--- src/host_arb_pkg.sv ---
// Package for the host bus arbitration and interrupt pin block.
// Assumes a single system bus clock domain and synchronous active-low reset.
package host_arb_pkg;

   // Arbitration states, Gray coded along idle, request, own, release.
   typedef enum logic [1:0] {
      ARB_IDLE = 2'b00,
      ARB_REQ = 2'b01,
      ARB_OWN = 2'b11,
      ARB_DROP = 2'b10
   } arb_state_t;

   // Default host data width in hold-style mode when no 8-bit choice is made.
   localparam logic RST_WIDE8 = 1'b0;
   localparam int SYNC_STAGES = 2;
   // Synchroniser restart value, bits {ack_n, release_n, busy_n, grant_n, hold_ack}.
   // The bus is taken as busy and ungranted until real pin levels have passed both stages.
   localparam logic [4:0] SYNC_RST = 5'h1a;

   // Pins sampled from the system bus, raw.
   typedef struct packed {
      logic style_hold;
      logic hold_ack_in;
      logic bus_grant_n;
      logic bus_busy_n;
      logic bus_release_n;
      logic host_irq_ack_n;
   } bus_in_t;

   // Complete state of the block.
   typedef struct packed {
      logic [4:0] sync1;
      logic [4:0] sync2;
      arb_state_t state;
      logic req;
      logic own;
      logic irq;
      logic ack_seen;
      logic [15:0] drive_data;
      logic drive_en;
      logic par_hi;
      logic par_lo;
   } arb_reg_t;

endpackage

--- src/host_bus_arb.sv ---
// Host bus arbitration, ownership, interrupt and parity pin logic.
// Assumes all pins are synchronous to clk; the host arbiter keeps its own signalling.
// Overview of operation
// - Grant-style bus grant is active low and is synchronised here.
// - Hold-style request output is high while asking for the bus.
// - Grant-style request output is low while asking for the bus.
// - Low interrupt acknowledge with an interrupt pending makes the device drive its vector on the data bus.
// - Style select high selects hold-style mode, 8 or 16 bit wide.
// - Style select low selects grant-style mode, always 16 bits wide.
// - Hold-style interrupt request output is high when an interrupt is pending.
// - Grant-style interrupt request output is low when an interrupt is pending.
// - Bus-owned output is low while the device owns the system bus.
// - Bus-owned output enables the address and control transceivers.
// - Upper byte parity is odd parity of the upper byte lines.
// - Lower byte parity is odd parity of the lower byte lines.
// - Bus may be taken only when bus busy samples high with grant.
// - Bus release low ends ownership after the cycle, then rearbitrates.
`timescale 1ns/1ns
module host_bus_arb #(
   parameter logic [7:0] IRQ_VECTOR = 8'h40
) (
   input wire logic clk,
   input wire logic rst_b,
   input wire host_arb_pkg::bus_in_t pins,
   input wire logic wide8_sel,
   input wire logic dma_pending,
   input wire logic dma_cycle_end,
   input wire logic irq_pending,
   input wire logic [7:0] upper_addr_data_byte,
   input wire logic [7:0] lower_addr_data_byte,
   input wire logic data_drive,
   input wire logic parity_upper_byte_in,
   input wire logic parity_lower_byte_in,
   output logic hold_request_out,
   output logic bus_request_n,
   output logic host_irq_high,
   output logic host_irq_n,
   output logic bus_owned_n,
   output logic dma_granted,
   output logic bus_8bit,
   output logic [15:0] vector_data_out,
   output logic vector_data_oe,
   output logic parity_upper_byte_out,
   output logic parity_lower_byte_out,
   output logic parity_oe,
   output logic parity_error
);

   host_arb_pkg::arb_reg_t st_r;
   host_arb_pkg::arb_reg_t st_nxt;
   logic grant_s;
   logic busy_free_s;
   logic release_s;
   logic ack_s;
   logic hold_mode;

   ////////////////////////////////////////////////////////////////////////////
   // Synchronised views of the arbiter pins; only the second stage is read.
   assign hold_mode = pins.style_hold;
   assign grant_s = hold_mode ? st_r.sync2[0] : ~st_r.sync2[1];
   assign busy_free_s = st_r.sync2[2];
   assign release_s = ~st_r.sync2[3];
   assign ack_s = ~st_r.sync2[4];

   // Next-state logic for the whole block.
   always_comb begin
      st_nxt = st_r;
      st_nxt.sync1 = {pins.host_irq_ack_n, pins.bus_release_n, pins.bus_busy_n,
                      pins.bus_grant_n, pins.hold_ack_in};
      st_nxt.sync2 = st_r.sync1;
      st_nxt.irq = irq_pending;
      st_nxt.ack_seen = ack_s;
      case (st_r.state)
         host_arb_pkg::ARB_IDLE: begin
            if (dma_pending) begin
               st_nxt.state = host_arb_pkg::ARB_REQ;
               st_nxt.req = 1'b1;
            end
         end
         host_arb_pkg::ARB_REQ: begin
            // Ownership needs the grant and a free bus in the same sample.
            if (st_r.req && grant_s && busy_free_s) begin
               st_nxt.state = host_arb_pkg::ARB_OWN;
               st_nxt.own = 1'b1;
            end
         end
         host_arb_pkg::ARB_OWN: begin
            // Release is honoured only at a cycle boundary, never mid-cycle.
            if (dma_cycle_end && (release_s || !dma_pending || !grant_s)) begin
               st_nxt.state = host_arb_pkg::ARB_DROP;
               st_nxt.own = 1'b0;
               st_nxt.req = 1'b0;
            end
         end
         host_arb_pkg::ARB_DROP: begin
            // One idle cycle lets the arbiter see the request fall before a retry.
            st_nxt.state = host_arb_pkg::ARB_IDLE;
         end
         default: begin
            st_nxt.state = host_arb_pkg::ARB_IDLE;
            st_nxt.req = 1'b0;
            st_nxt.own = 1'b0;
         end
      endcase
      // Vector goes out while the acknowledge is held low and an interrupt is pending.
      st_nxt.drive_data = {8'h00, IRQ_VECTOR};
      st_nxt.drive_en = ack_s && st_r.irq;
      // Odd parity: the extra bit makes the count of ones odd.
      st_nxt.par_hi = ~(^upper_addr_data_byte);
      st_nxt.par_lo = ~(^lower_addr_data_byte);
   end

   // The single state register.
   // Stale synchroniser contents after reset must never read as a grant on a free bus.
   always_ff @(posedge clk) begin
      if (!rst_b) begin
         st_r <= '0;
         st_r.sync1 <= host_arb_pkg::SYNC_RST;
         st_r.sync2 <= host_arb_pkg::SYNC_RST;
      end else begin
         st_r <= st_nxt;
      end
   end

   ////////////////////////////////////////////////////////////////////////////
   // Pin polarity follows the selected style.
   assign hold_request_out = hold_mode & st_r.req;
   assign bus_request_n = hold_mode | ~st_r.req;
   assign host_irq_high = hold_mode & st_r.irq;
   assign host_irq_n = hold_mode | ~st_r.irq;
   assign bus_owned_n = ~st_r.own;
   assign dma_granted = st_r.own;
   assign bus_8bit = hold_mode & wide8_sel;
   assign vector_data_out = st_r.drive_data;
   assign vector_data_oe = st_r.drive_en;
   assign parity_upper_byte_out = st_r.par_hi;
   assign parity_lower_byte_out = st_r.par_lo;
   assign parity_oe = data_drive;
   // Incoming bytes are checked against the parity the source drove.
   assign parity_error = !data_drive &&
      ((parity_upper_byte_in == (^upper_addr_data_byte)) ||
       (parity_lower_byte_in == (^lower_addr_data_byte)));

   ////////////////////////////////////////////////////////////////////////////
   // Checks, each next to the rule that it guards.
   // Ownership is only ever taken from a synchronised grant and a free bus.
   a_own_needs_grant: assert property (@(posedge clk) disable iff (!rst_b)
      $rose(st_r.own) |-> $past(grant_s) && $past(busy_free_s) && $past(st_r.req))
      else $error("Ownership taken without grant and free bus.");
   // The owned pin mirrors the owning state exactly.
   a_owned_pin_low: assert property (@(posedge clk) disable iff (!rst_b)
      bus_owned_n == !(st_r.state == host_arb_pkg::ARB_OWN))
      else $error("Owned pin disagrees with state.");
   // A release seen at a cycle end gives the bus up at the next edge.
   a_release_drops: assert property (@(posedge clk) disable iff (!rst_b)
      st_r.own && dma_cycle_end && release_s |=> bus_owned_n)
      else $error("Bus not released after cycle.");
   // The request falls together with ownership.
   a_req_after_own: assert property (@(posedge clk) disable iff (!rst_b)
      $fell(st_r.own) |-> !st_r.req)
      else $error("Request held after ownership.");
   // Hold style uses the high-active request and parks the other pin high.
   a_hold_req_pol: assert property (@(posedge clk) disable iff (!rst_b)
      hold_mode |-> (hold_request_out == st_r.req) && bus_request_n)
      else $error("Hold-style request polarity wrong.");
   // Grant style uses the low-active request and parks the other pin low.
   a_grant_req_pol: assert property (@(posedge clk) disable iff (!rst_b)
      !hold_mode |-> (bus_request_n == !st_r.req) && !hold_request_out)
      else $error("Grant-style request polarity wrong.");
   // A pending interrupt in hold style shows as a high level.
   a_irq_hold_pol: assert property (@(posedge clk) disable iff (!rst_b)
      hold_mode && irq_pending |=> host_irq_high && host_irq_n)
      else $error("Hold-style interrupt polarity wrong.");
   // A pending interrupt in grant style shows as a low level.
   a_irq_grant_pol: assert property (@(posedge clk) disable iff (!rst_b)
      !hold_mode && irq_pending |=> !host_irq_n && !host_irq_high)
      else $error("Grant-style interrupt polarity wrong.");
   // The vector only goes out after a synchronised acknowledge.
   a_vector_on_ack: assert property (@(posedge clk) disable iff (!rst_b)
      vector_data_oe |-> $past(ack_s) && vector_data_out[7:0] == IRQ_VECTOR)
      else $error("Vector driven without acknowledge.");
   // Upper parity makes the previous byte odd; the edge leaving reset is skipped.
   a_parity_odd: assert property (@(posedge clk) disable iff (!rst_b)
      $past(rst_b) |->
      ^{$past(upper_addr_data_byte), parity_upper_byte_out} == 1'b1)
      else $error("Upper parity not odd.");
   // Lower parity makes the previous byte odd; the edge leaving reset is skipped.
   a_parity_lo_odd: assert property (@(posedge clk) disable iff (!rst_b)
      $past(rst_b) |->
      ^{$past(lower_addr_data_byte), parity_lower_byte_out} == 1'b1)
      else $error("Lower parity not odd.");
   // A grant taken into ownership stood on the pin two synchroniser stages earlier.
   a_grant_sync: assert property (@(posedge clk) disable iff (!rst_b)
      $rose(st_r.own) && !hold_mode |-> !$past(pins.bus_grant_n, 3))
      else $error("Grant used before synchronisation.");
   // Grant style never reports the narrow data path.
   a_width_sel: assert property (@(posedge clk) disable iff (!rst_b)
      !hold_mode |-> !bus_8bit)
      else $error("8-bit width in grant-style mode.");
   // Hold style follows the width select directly.
   a_width_hold: assert property (@(posedge clk) disable iff (!rst_b)
      hold_mode |-> bus_8bit == wide8_sel)
      else $error("Hold-style width does not follow select.");
   // A pending transfer in idle raises the request at the next edge.
   a_req_from_idle: assert property (@(posedge clk) disable iff (!rst_b)
      st_r.state == host_arb_pkg::ARB_IDLE && dma_pending |=> st_r.req)
      else $error("Request not raised for pending transfer.");
   // With nothing to move the request stays low.
   a_idle_quiet: assert property (@(posedge clk) disable iff (!rst_b)
      st_r.state == host_arb_pkg::ARB_IDLE && !dma_pending |=> !st_r.req)
      else $error("Request raised with nothing pending.");
   // Idle never shows ownership on either output.
   a_idle_not_owned: assert property (@(posedge clk) disable iff (!rst_b)
      st_r.state == host_arb_pkg::ARB_IDLE |-> bus_owned_n && !dma_granted)
      else $error("Ownership shown while idle.");
   // The drop state lasts exactly one cycle.
   a_drop_to_idle: assert property (@(posedge clk) disable iff (!rst_b)
      st_r.state == host_arb_pkg::ARB_DROP |=> st_r.state == host_arb_pkg::ARB_IDLE)
      else $error("Drop state did not return to idle.");
   // During the drop cycle the arbiter sees neither request nor ownership.
   a_drop_no_req: assert property (@(posedge clk) disable iff (!rst_b)
      st_r.state == host_arb_pkg::ARB_DROP |-> !st_r.req && bus_owned_n)
      else $error("Request or ownership seen while dropping.");
   // An unfinished transfer asks for the bus again after the drop cycle.
   a_rearbitrate: assert property (@(posedge clk) disable iff (!rst_b)
      st_r.state == host_arb_pkg::ARB_DROP ##1 dma_pending |=> st_r.req)
      else $error("No new request after release.");
   // Ownership is never given up in the middle of a cycle.
   a_own_holds: assert property (@(posedge clk) disable iff (!rst_b)
      st_r.own && !dma_cycle_end |=> st_r.own)
      else $error("Bus dropped in mid-cycle.");
   // A finished transfer gives up the bus and the request at its last cycle.
   a_done_drops: assert property (@(posedge clk) disable iff (!rst_b)
      st_r.own && dma_cycle_end && !dma_pending |=> bus_owned_n && !st_r.req)
      else $error("Bus kept after the transfer finished.");
   // Ownership is only held while the request stands.
   a_own_while_req: assert property (@(posedge clk) disable iff (!rst_b)
      st_r.own |-> st_r.req)
      else $error("Ownership without a request.");
   // A busy bus keeps the block waiting.
   a_busy_blocks: assert property (@(posedge clk) disable iff (!rst_b)
      st_r.state == host_arb_pkg::ARB_REQ && !busy_free_s |=> !st_r.own)
      else $error("Bus taken while busy.");
   // Without a grant the block keeps waiting.
   a_nogrant_blocks: assert property (@(posedge clk) disable iff (!rst_b)
      st_r.state == host_arb_pkg::ARB_REQ && !grant_s |=> !st_r.own)
      else $error("Bus taken without a grant.");
   // A grant on a free bus is taken at the next edge.
   a_grant_taken: assert property (@(posedge clk) disable iff (!rst_b)
      st_r.state == host_arb_pkg::ARB_REQ && grant_s && busy_free_s |=> !bus_owned_n)
      else $error("Grant on a free bus not taken.");
   // The busy level that allowed ownership stood on the pin two stages earlier.
   a_busy_synced: assert property (@(posedge clk) disable iff (!rst_b)
      $rose(st_r.own) |-> $past(pins.bus_busy_n, 3))
      else $error("Busy level used before synchronisation.");
   // In hold style the acknowledge that allowed ownership passed both stages.
   a_hold_ack_synced: assert property (@(posedge clk) disable iff (!rst_b)
      $rose(st_r.own) && hold_mode |-> $past(pins.hold_ack_in, 3))
      else $error("Hold acknowledge used before synchronisation.");
   // The internal grant flag and the transceiver enable always agree.
   a_granted_mirror: assert property (@(posedge clk) disable iff (!rst_b)
      dma_granted == !bus_owned_n)
      else $error("Grant flag and transceiver enable disagree.");
   // Hold style without a pending interrupt keeps the request pin low.
   a_hold_irq_idle: assert property (@(posedge clk) disable iff (!rst_b)
      hold_mode && !irq_pending |=> !host_irq_high)
      else $error("Hold-style interrupt shown with none pending.");
   // Grant style without a pending interrupt keeps the request pin high.
   a_grant_irq_idle: assert property (@(posedge clk) disable iff (!rst_b)
      !hold_mode && !irq_pending |=> host_irq_n)
      else $error("Grant-style interrupt shown with none pending.");
   // Only one interrupt pin is ever active, so no host sees a double request.
   a_irq_pins_apart: assert property (@(posedge clk) disable iff (!rst_b)
      !(host_irq_high && !host_irq_n))
      else $error("Both interrupt pins active.");
   // The vector needs both a pending interrupt and a seen acknowledge.
   a_vector_needs_irq: assert property (@(posedge clk) disable iff (!rst_b)
      vector_data_oe |-> $past(st_r.irq) && st_r.ack_seen)
      else $error("Vector driven with no interrupt pending.");
   // An acknowledged interrupt puts the vector out at the next edge.
   a_vector_on_time: assert property (@(posedge clk) disable iff (!rst_b)
      ack_s && st_r.irq |=> vector_data_oe)
      else $error("Vector not driven on acknowledge.");
   // Without an acknowledge the data bus is left to the host.
   a_no_ack_quiet: assert property (@(posedge clk) disable iff (!rst_b)
      !ack_s |=> !vector_data_oe)
      else $error("Vector driven after acknowledge ended.");
   // An even received upper byte is flagged.
   a_par_hi_err: assert property (@(posedge clk) disable iff (!rst_b)
      !data_drive && !(^{upper_addr_data_byte, parity_upper_byte_in}) |-> parity_error)
      else $error("Upper parity error missed.");
   // An even received lower byte is flagged.
   a_par_lo_err: assert property (@(posedge clk) disable iff (!rst_b)
      !data_drive && !(^{lower_addr_data_byte, parity_lower_byte_in}) |-> parity_error)
      else $error("Lower parity error missed.");
   // Two odd received bytes raise no error.
   a_par_clean: assert property (@(posedge clk) disable iff (!rst_b)
      !data_drive && (^{upper_addr_data_byte, parity_upper_byte_in}) &&
      (^{lower_addr_data_byte, parity_lower_byte_in}) |-> !parity_error)
      else $error("Parity error on odd bytes.");
   // While the block sources the bytes it drives parity and checks nothing.
   a_par_quiet_out: assert property (@(posedge clk) disable iff (!rst_b)
      data_drive |-> !parity_error && parity_oe)
      else $error("Parity checked while driving.");
   // The second synchroniser stage only ever copies the first.
   a_sync_chain: assert property (@(posedge clk) disable iff (!rst_b)
      st_r.sync2 == $past(st_r.sync1))
      else $error("Synchroniser stages out of step.");

endmodule

--- config.mk ---
export PLATFORM = sky130hd
export DESIGN_NAME = host_bus_arb
export DESIGN_NICKNAME = d
export VERILOG_FILES = /design/src/host_arb_pkg.sv /design/src/host_bus_arb.sv
export SDC_FILE = /design/constraint.sdc
export NUM_CORES = 1
export LEC_CHECK = 0
export ABC_AREA = 0
export BUFFER_PORTS_ARGS = -buffer_cell sky130_fd_sc_hd__buf_2
export CAP_MARGIN = 5
export CORE_ASPECT_RATIO = 1.5
export CORE_MARGIN = 1.5
export CORE_UTILIZATION = 37
export DETAILED_ROUTE_END_ITERATION = 12
export PLACE_DENSITY = 0.74
export SYNTH_ARGS = -nofsm -noshare
export SYNTH_HDL_FRONTEND = slang
export SYNTH_SLANG_ARGS = --single-unit
--- constraint.sdc ---
create_clock -name clk -period 1.1 [get_ports clk]
set_input_delay 0.11 -clock clk [delete_from_list [all_inputs] [get_ports clk]]
set_output_delay 0.11 -clock clk [all_outputs]
set_load 0.01 [all_outputs]
==> flow_summary.toml, run 1 <==
[run_status]
status = "finished with violations"
violations = "setup timing"

[placement]
io_buffers = 43
dp_hpwl_um = 1200
place_inst = 166
gp_congestion = 0.7029

[sta]
finalSetupViolCount = 1
min_period_over_period_pct = 117.7
timing.final.ws_setup_ns = -0.1952
timing.hold.ws_ns = 0.02729
period_needed_ns = 1.295
rsz0062_at_grt = "yes"
worst_clock_skew_ns = 0.0006954
drv_slew = 0
fmax_ghz = 0.7721
hold_violations = 0

[cells_and_area]
finalNetCount = 182
instances_no_fill = 174
fillers = 238
antenna_cells = 0
final_util_pct = 57.59
syn2layout_area_growth_pct = 48.27
drive_above_1_share_pct = 48.67

[worst_setup_path]
critPathKind = "in -> out"
cp.arrival_ns = 1.19
cp.buffers_inverters = 2
r2r-end = "dma_granted$_SDFFE_PN0P_"
reg2reg_from = "st_r[26]$_SDFF_PN1_"
cpMaxStageDelayCell = "xor3_1"
path_cells = "buf_2 > xnor2_2 > xnor2_2 > xor3_1 > a21oi_2 > buf_2"
r2r.worst_path.cells = 5
cp.required_ns = 0.99
cp_top_family = "XOR/XNOR gates"
r2r_setup_slack_ns = 0.03
cp_slowest_stage_delay_ns = 0.35
startpoint_type = "primary input"
path_max_fanout = 2
cp-end-kind = "output port"

[die]
io_pins = 59
fp.dieH_um = 64.76
coreArea_mm2 = 0.002422
initial_core_util_pct = 38.84
rows = 22
die_area_mm2 = 0.002861
dieWidth_um = 44.18

[detailed_routing]
finalWirelength_um = 1648
drcViolationCount = 0
drtPass1Iterations = 2
wl_per_cell_um = 9.471
vias_per_cell = 4.259
drt-initial-drc-count = 3
ant_nets = 0
vias = 741

[global_routing]
groute.layer.met3.usage_pct = 1.950
antenna_found_initial = 0
grt_max_degree = 20
grt_pass1_vias = 677
grt_pass1_wl_um = 2497
grt_use_met2_pct = 21.88
overflow = 0
grt_use_met1_pct = 11.17
grt.total_usage_pct = 11.82
gr-max-usage-layer = "met2"

[worst_hold_path]
hold_path_class = "in -> reg"
hold_path_end = "st_nxt[25]$_SDFF_PN0_"
worstHoldStart = "pins[4]"
whs_path_depth = 2

[logic_synthesis]
synthMuxAreaShare_pct = 0
syn_area_um2 = 940.9
yosys_warnings = 0
synthSimpleGateAreaFrac_pct = 19.41
synth_top_family_by_area = "simple AND/OR/NAND/NOR gates"
synth_cells = 97
syn_avg_cell_area_um2 = 9.700
synthAdderAreaFrac_pct = 0
synth_compound_area_share_pct = 6.915
ys_seq_elements = 19
ys_seq_area_share_pct = 40.43
synth_xor_area_share_pct = 18.09
yosysUniqueCellTypes = 23

[flow_run]
cap_violations = 0

[clock_tree]
clock_sinks = 19
clkTransAtPathRegs_ns = 0.09
max-clock-path-buffers = 2
clock_latency_ns = 0.28
cts_tree = "done"
htreeDepth = 1
cts-root-buf = "clkbuf_4"
cts_made_buffers = 3

[power_and_ir_drop]
p_per_area_mw_per_mm2 = 1181
power.total_w = 0.001647
p_leak_nw = 0.6844
peakVddDrop_uv = 557.1
[logic make-up after synthesis]
| group | after synthesis |
|---|---|
| xor+xnor | 16 |
| other cells | 1 |
| compound gates | 9 |
| flops | 19 |
| simple gates | 32 |
| buf+inv | 20 |
[cell usage in the layout (no fill, tap or decap), types with 2 or more instances in the layout]
cell	n
a21oi_1	2
and2_1	11
buf_2	37
buf_4	7
buf_6	5
clkbuf_4	3
conb_1	15
dfxtp_1	18
dlygate4sd3_1	3
inv_1	2
nand2_1	2
nand2b_1	8
nor2_1	4
nor2b_2	2
xnor2_1	2
xnor2_2	11
xor3_1	2
[cells in the mapped netlist]
cell type,n,area (µm²)
inv_1,2,7.510
nor2b_1,3,18.77
o21bai_1,1,7.510
and3b_1,1,8.760
xor3_1,2,47.55
o2bb2ai_1,1,8.760
nand2_1,3,11.26
nand3_1,1,5.000
clkbuf_1,1,3.750
and2_1,11,68.82
dfxtp_1,19,380.4
buf_4,17,127.6
conb_1,1,3.750
nor3_1,1,5.000
xnor2_1,14,122.6
o31ai_1,1,7.510
nand2b_1,8,50.05
a31oi_1,1,6.260
nor2_1,4,15.01
o311ai_1,1,8.760
a21boi_0,1,7.510
a21oi_2,1,8.760
a21oi_1,2,10.01
[report_power, final]
part           switching [W]  total [W]  leakage [nW]  internal (W)
registers          0.0000225   0.000760         0.158      0.000737
clock network       0.000186   0.000327        0.0150      0.000141
logic               0.000226   0.000561         0.512      0.000335
total               0.000434    0.00165         0.684       0.00121
[flip-flops by register name, summed over array words and instances, names as in the netlist]
register,flops
vector_data_oe,1
dma_granted,1
st_nxt,5
st_r,8
parity_lower_byte_out,1
parity_upper_byte_out,1
busy_free_s,1
vector_data_out,1
[layer usage]
metal	wire length [µm]	part of all wire [%]
met1	578	35
met5	0	0
met2	867	53
met3	159	9.6
met4	42	2.5
[worst max-delay path by stage]
stage          cells past startpoint  slack (ns)           end                     from
3_5_place_dp                       6       -0.20  parity_error  upper_addr_data_byte[1]
3_3_place_gp                       6       -0.18  parity_error  upper_addr_data_byte[1]
4_1_cts                            6       -0.17  parity_error  lower_addr_data_byte[6]
6_report                           6       -0.20  parity_error  upper_addr_data_byte[3]
2_1_floorplan                      4        0.01  parity_error  upper_addr_data_byte[1]
5_1_grt                            6       -0.25  parity_error  lower_addr_data_byte[0]
[cell type report]
cell class | instances | area, µm² | share of cell area, %
Multi-Input combinational cell | 72 | 610.6 | 43.77
Sequential cell | 19 | 381.6 | 27.35
Timing Repair Buffer | 53 | 339.1 | 24.30
Tap cell | 24 | 30.03 | 2.152
Clock buffer | 4 | 26.28 | 1.883
Inverter | 2 | 7.507 | 0.5381
[stage by stage]
step / setup WS (ns) / instance area, µm² / setup TNS (ns)
floorplan: 0.01040 / 1039 / 0
finish: -0.1952 / 1395 / -0.1952
detailed placement: -0.1965 / 1197 / -0.2082
global placement: -0.1777 / 1197 / -0.1777
CTS: -0.1712 / 1339 / -0.1712
global route: -0.2461 / 1395 / -0.3513
[repair_timing]
item	in CTS	in global routing
gates resized for setup	11	11
endpoints found under the hold margin	3	0
hold buffers	3	0
pin swaps	10	11
gates cloned	0	0
buffers inserted	1	0
endpoints found under the setup margin	3	5
(Power assumes the default switching activity.)
==> run 2, diff against run 1 <==
==> config.mk (replaced) <==
export PLATFORM = sky130hd
export DESIGN_NAME = host_bus_arb
export DESIGN_NICKNAME = d
export VERILOG_FILES = /design/src/host_arb_pkg.sv /design/src/host_bus_arb.sv
export SDC_FILE = /design/constraint.sdc
export NUM_CORES = 1
export LEC_CHECK = 0
export ABC_AREA = 0
export CAP_MARGIN = 5
export CORE_MARGIN = 1.5
export CORE_UTILIZATION = 54
export DETAILED_ROUTE_END_ITERATION = 12
export DONT_BUFFER_PORTS = 1
export PLACE_DENSITY = 0.72
export REMOVE_ABC_BUFFERS = 1
export SYNTH_ARGS = -nofsm -noshare
export SYNTH_HDL_FRONTEND = slang
export SYNTH_SLANG_ARGS = --single-unit
==> run 2 against run 1 <==
Against the previous run: largest cell class unchanged; highest routed layer is now met3; register-to-register slack hardly changed; cell count is 27% lower; routed wire length is 11% lower; sequential cell count stayed put; critical endpoint unchanged; total power is 4.7% lower; die area is 30% lower; final area is 14% lower; the flow now finishes without violations.
==> flow_summary.toml, run 2 (same netlist as run 1, synthesis figures left out) <==
[die]
initial_core_util_pct = 59.68
die_area_mm2 = 0.002002
fp.dieH_um = 44.74
io_pins = 59
rows = 14
dieWidth_um = 44.74
coreArea_mm2 = 0.001577

[global_routing]
grt_max_degree = 20
overflow = 0
antenna_found_initial = 0
grt_pass1_wl_um = 1987
grt_pass1_vias = 512
grt.total_usage_pct = 13.80

[worst_setup_path]
startpoint_type = "primary input"
path_cells = "xnor2_4 > xnor2_2 > xor3_1 > a21oi_2"
path_max_fanout = 2
cp.required_ns = 0.99
cpMaxStageDelayCell = "xor3_1"
r2r.worst_path.cells = 5
critPathKind = "in -> out"
cp_slowest_stage_delay_ns = 0.35
cp.arrival_ns = 0.98
cp-end-kind = "output port"

[sta]
tightest_slew_ns = 0.5368
relSlewSlack_pct = 64.09
drv_slew = 0
hold_violations = 0
timing.hold.ws_ns = 0.01005
finalSetupViolCount = 0
fmax_ghz = 0.9202
period_needed_ns = 1.087
min_period_over_period_pct = 98.79
worst_clock_skew_ns = 0.01063
rsz0062_at_grt = "yes"

[clock_tree]
clock_latency_ns = 0.30
cts_tree = "done"
cts_made_buffers = 3
htreeDepth = 1
clkTransAtPathRegs_ns = 0.11
max-clock-path-buffers = 2
cts-root-buf = "clkbuf_4"
clock_sinks = 19

[power_and_ir_drop]
seqPwrFrac_pct = 49.6
p_comb_share_pct = 27.7
power.switching_w = 0.0004242
clkPwrFrac_pct = 22.6
p_per_area_mw_per_mm2 = 1308
peakVddDrop_uv = 980.6
p_leak_nw = 0.4963
swShare_pct = 27.02
p_int_w = 0.001146

[cells_and_area]
fillers = 106
regMostFlops = "st_r"
antenna_cells = 0
final_cell_mix = "dfxtp_1 (17), conb_1 (15), and2_1 (11), nand2b_1 (8), xnor2_1 (8)"
syn2layout_area_growth_pct = 27.53
regArea_um2 = 382.9
final_util_pct = 76.11
largest_reg_flops = 8
multi_input_area_um2 = 629.4
drive_above_1_share_pct = 25.23
final_common_cell = "dfxtp_1"
finalNetCount = 143

[run_status]
status = "finished clean"

[detailed_routing]
vias_per_cell = 4.921
ant_nets = 0
drtPass1Iterations = 4
finalWirelength_um = 1469
vias = 625
drcViolationCount = 0
wl_per_cell_um = 11.57
drt-initial-drc-count = 19

[placement]
io_buffers = 0
dp_hpwl_um = 971.4
gp_congestion = 0.6600

[flow_run]
cap_violations = 0

[worst_hold_path]
hold_path_class = "in -> reg"
whs_path_depth = 3
-- run 2: cell types whose count changed in the layout (fill, tap and decap cells not counted), moves of 2 or more --
cell           delta
xnor2_1           +6
buf_4             -2
buf_6             -3
dlygate4sd3_1     +4
buf_2            -37
xnor2_2           -9
xnor2_4           +3
-- run 2: critical path: cells and delay by family --
family,cells,cell delay (ns)
XOR/XNOR,3,0.66
AO/OA/AOI/OAI,1,0.20
-- run 2: final cells by class --
type	count	area share (%)
clock buffers	3	1.877
clock inverters	1	0.6257
inverters	2	0.6257
multi-input cells	72	52.45
flip-flops and latches	19	31.91
well taps	16	1.668
repair buffers	14	10.84
-- run 2: stage by stage --
| stage | instances | setup WS (ns) | setup TNS [ns] | instance area [µm²] | total power (W) |
|---|---|---|---|---|---|
| final | 127 | 0.01331 | 0 | 1200 | 0.001570 |
| after global routing | 127 | -0.03425 | -0.1013 | 1200 | 0.001662 |
| after CTS | 126 | -0.05685 | -0.05685 | 1035 | 0.001496 |
| after detailed placement | 115 | -0.06186 | -0.09649 | 927.1 | 0.001117 |
| after global placement | 115 | -0.04758 | -0.04758 | 927.1 | 0.001108 |
| after floorplan | 93 | -0.05659 | -0.05659 | 862.1 | 0.001041 |
-- run 2: timing repair --
item	in CTS	in global routing
pin swaps	1	13
setup buffers	0	1
endpoints found under the setup margin	3	4
resized for setup	1	26
hold endpoints to repair	19	0
hold buffers	7	0
-- run 2: path summary, 6_finish.rpt --
kind,startpoint,to,slack (ns)
min,dma_cycle_end,st_r[23]$_SDFFE_PN0P_,0.01
max,upper_addr_data_byte[1],parity_error,0.01
max reg2reg,st_r[25]$_SDFF_PN0_,st_r[24]$_SDFFE_PN0P_,0.04
min reg2reg,st_nxt[28]$_SDFF_PN1_,st_r[28]$_SDFF_PN1_,0.42
-- run 2: power by group through the flow --
stage	Clock [W]	Sequential, W	Combinational (W)
floorplan	0	0.000783	0.000258
global placement	0	0.000788	0.000319
detailed placement	0	0.000791	0.000327
CTS	0.000365	0.000775	0.000356
global route	0.000405	0.000786	0.000472
finish	0.000355	0.000779	0.000435
-- run 2: layer usage --
layer  global-route usage (%)  wire length [µm]
met1                    13.74               533
met2                    25.80               791
met3                    6.000               143
met4                    3.636                 0
met5                        0                 0
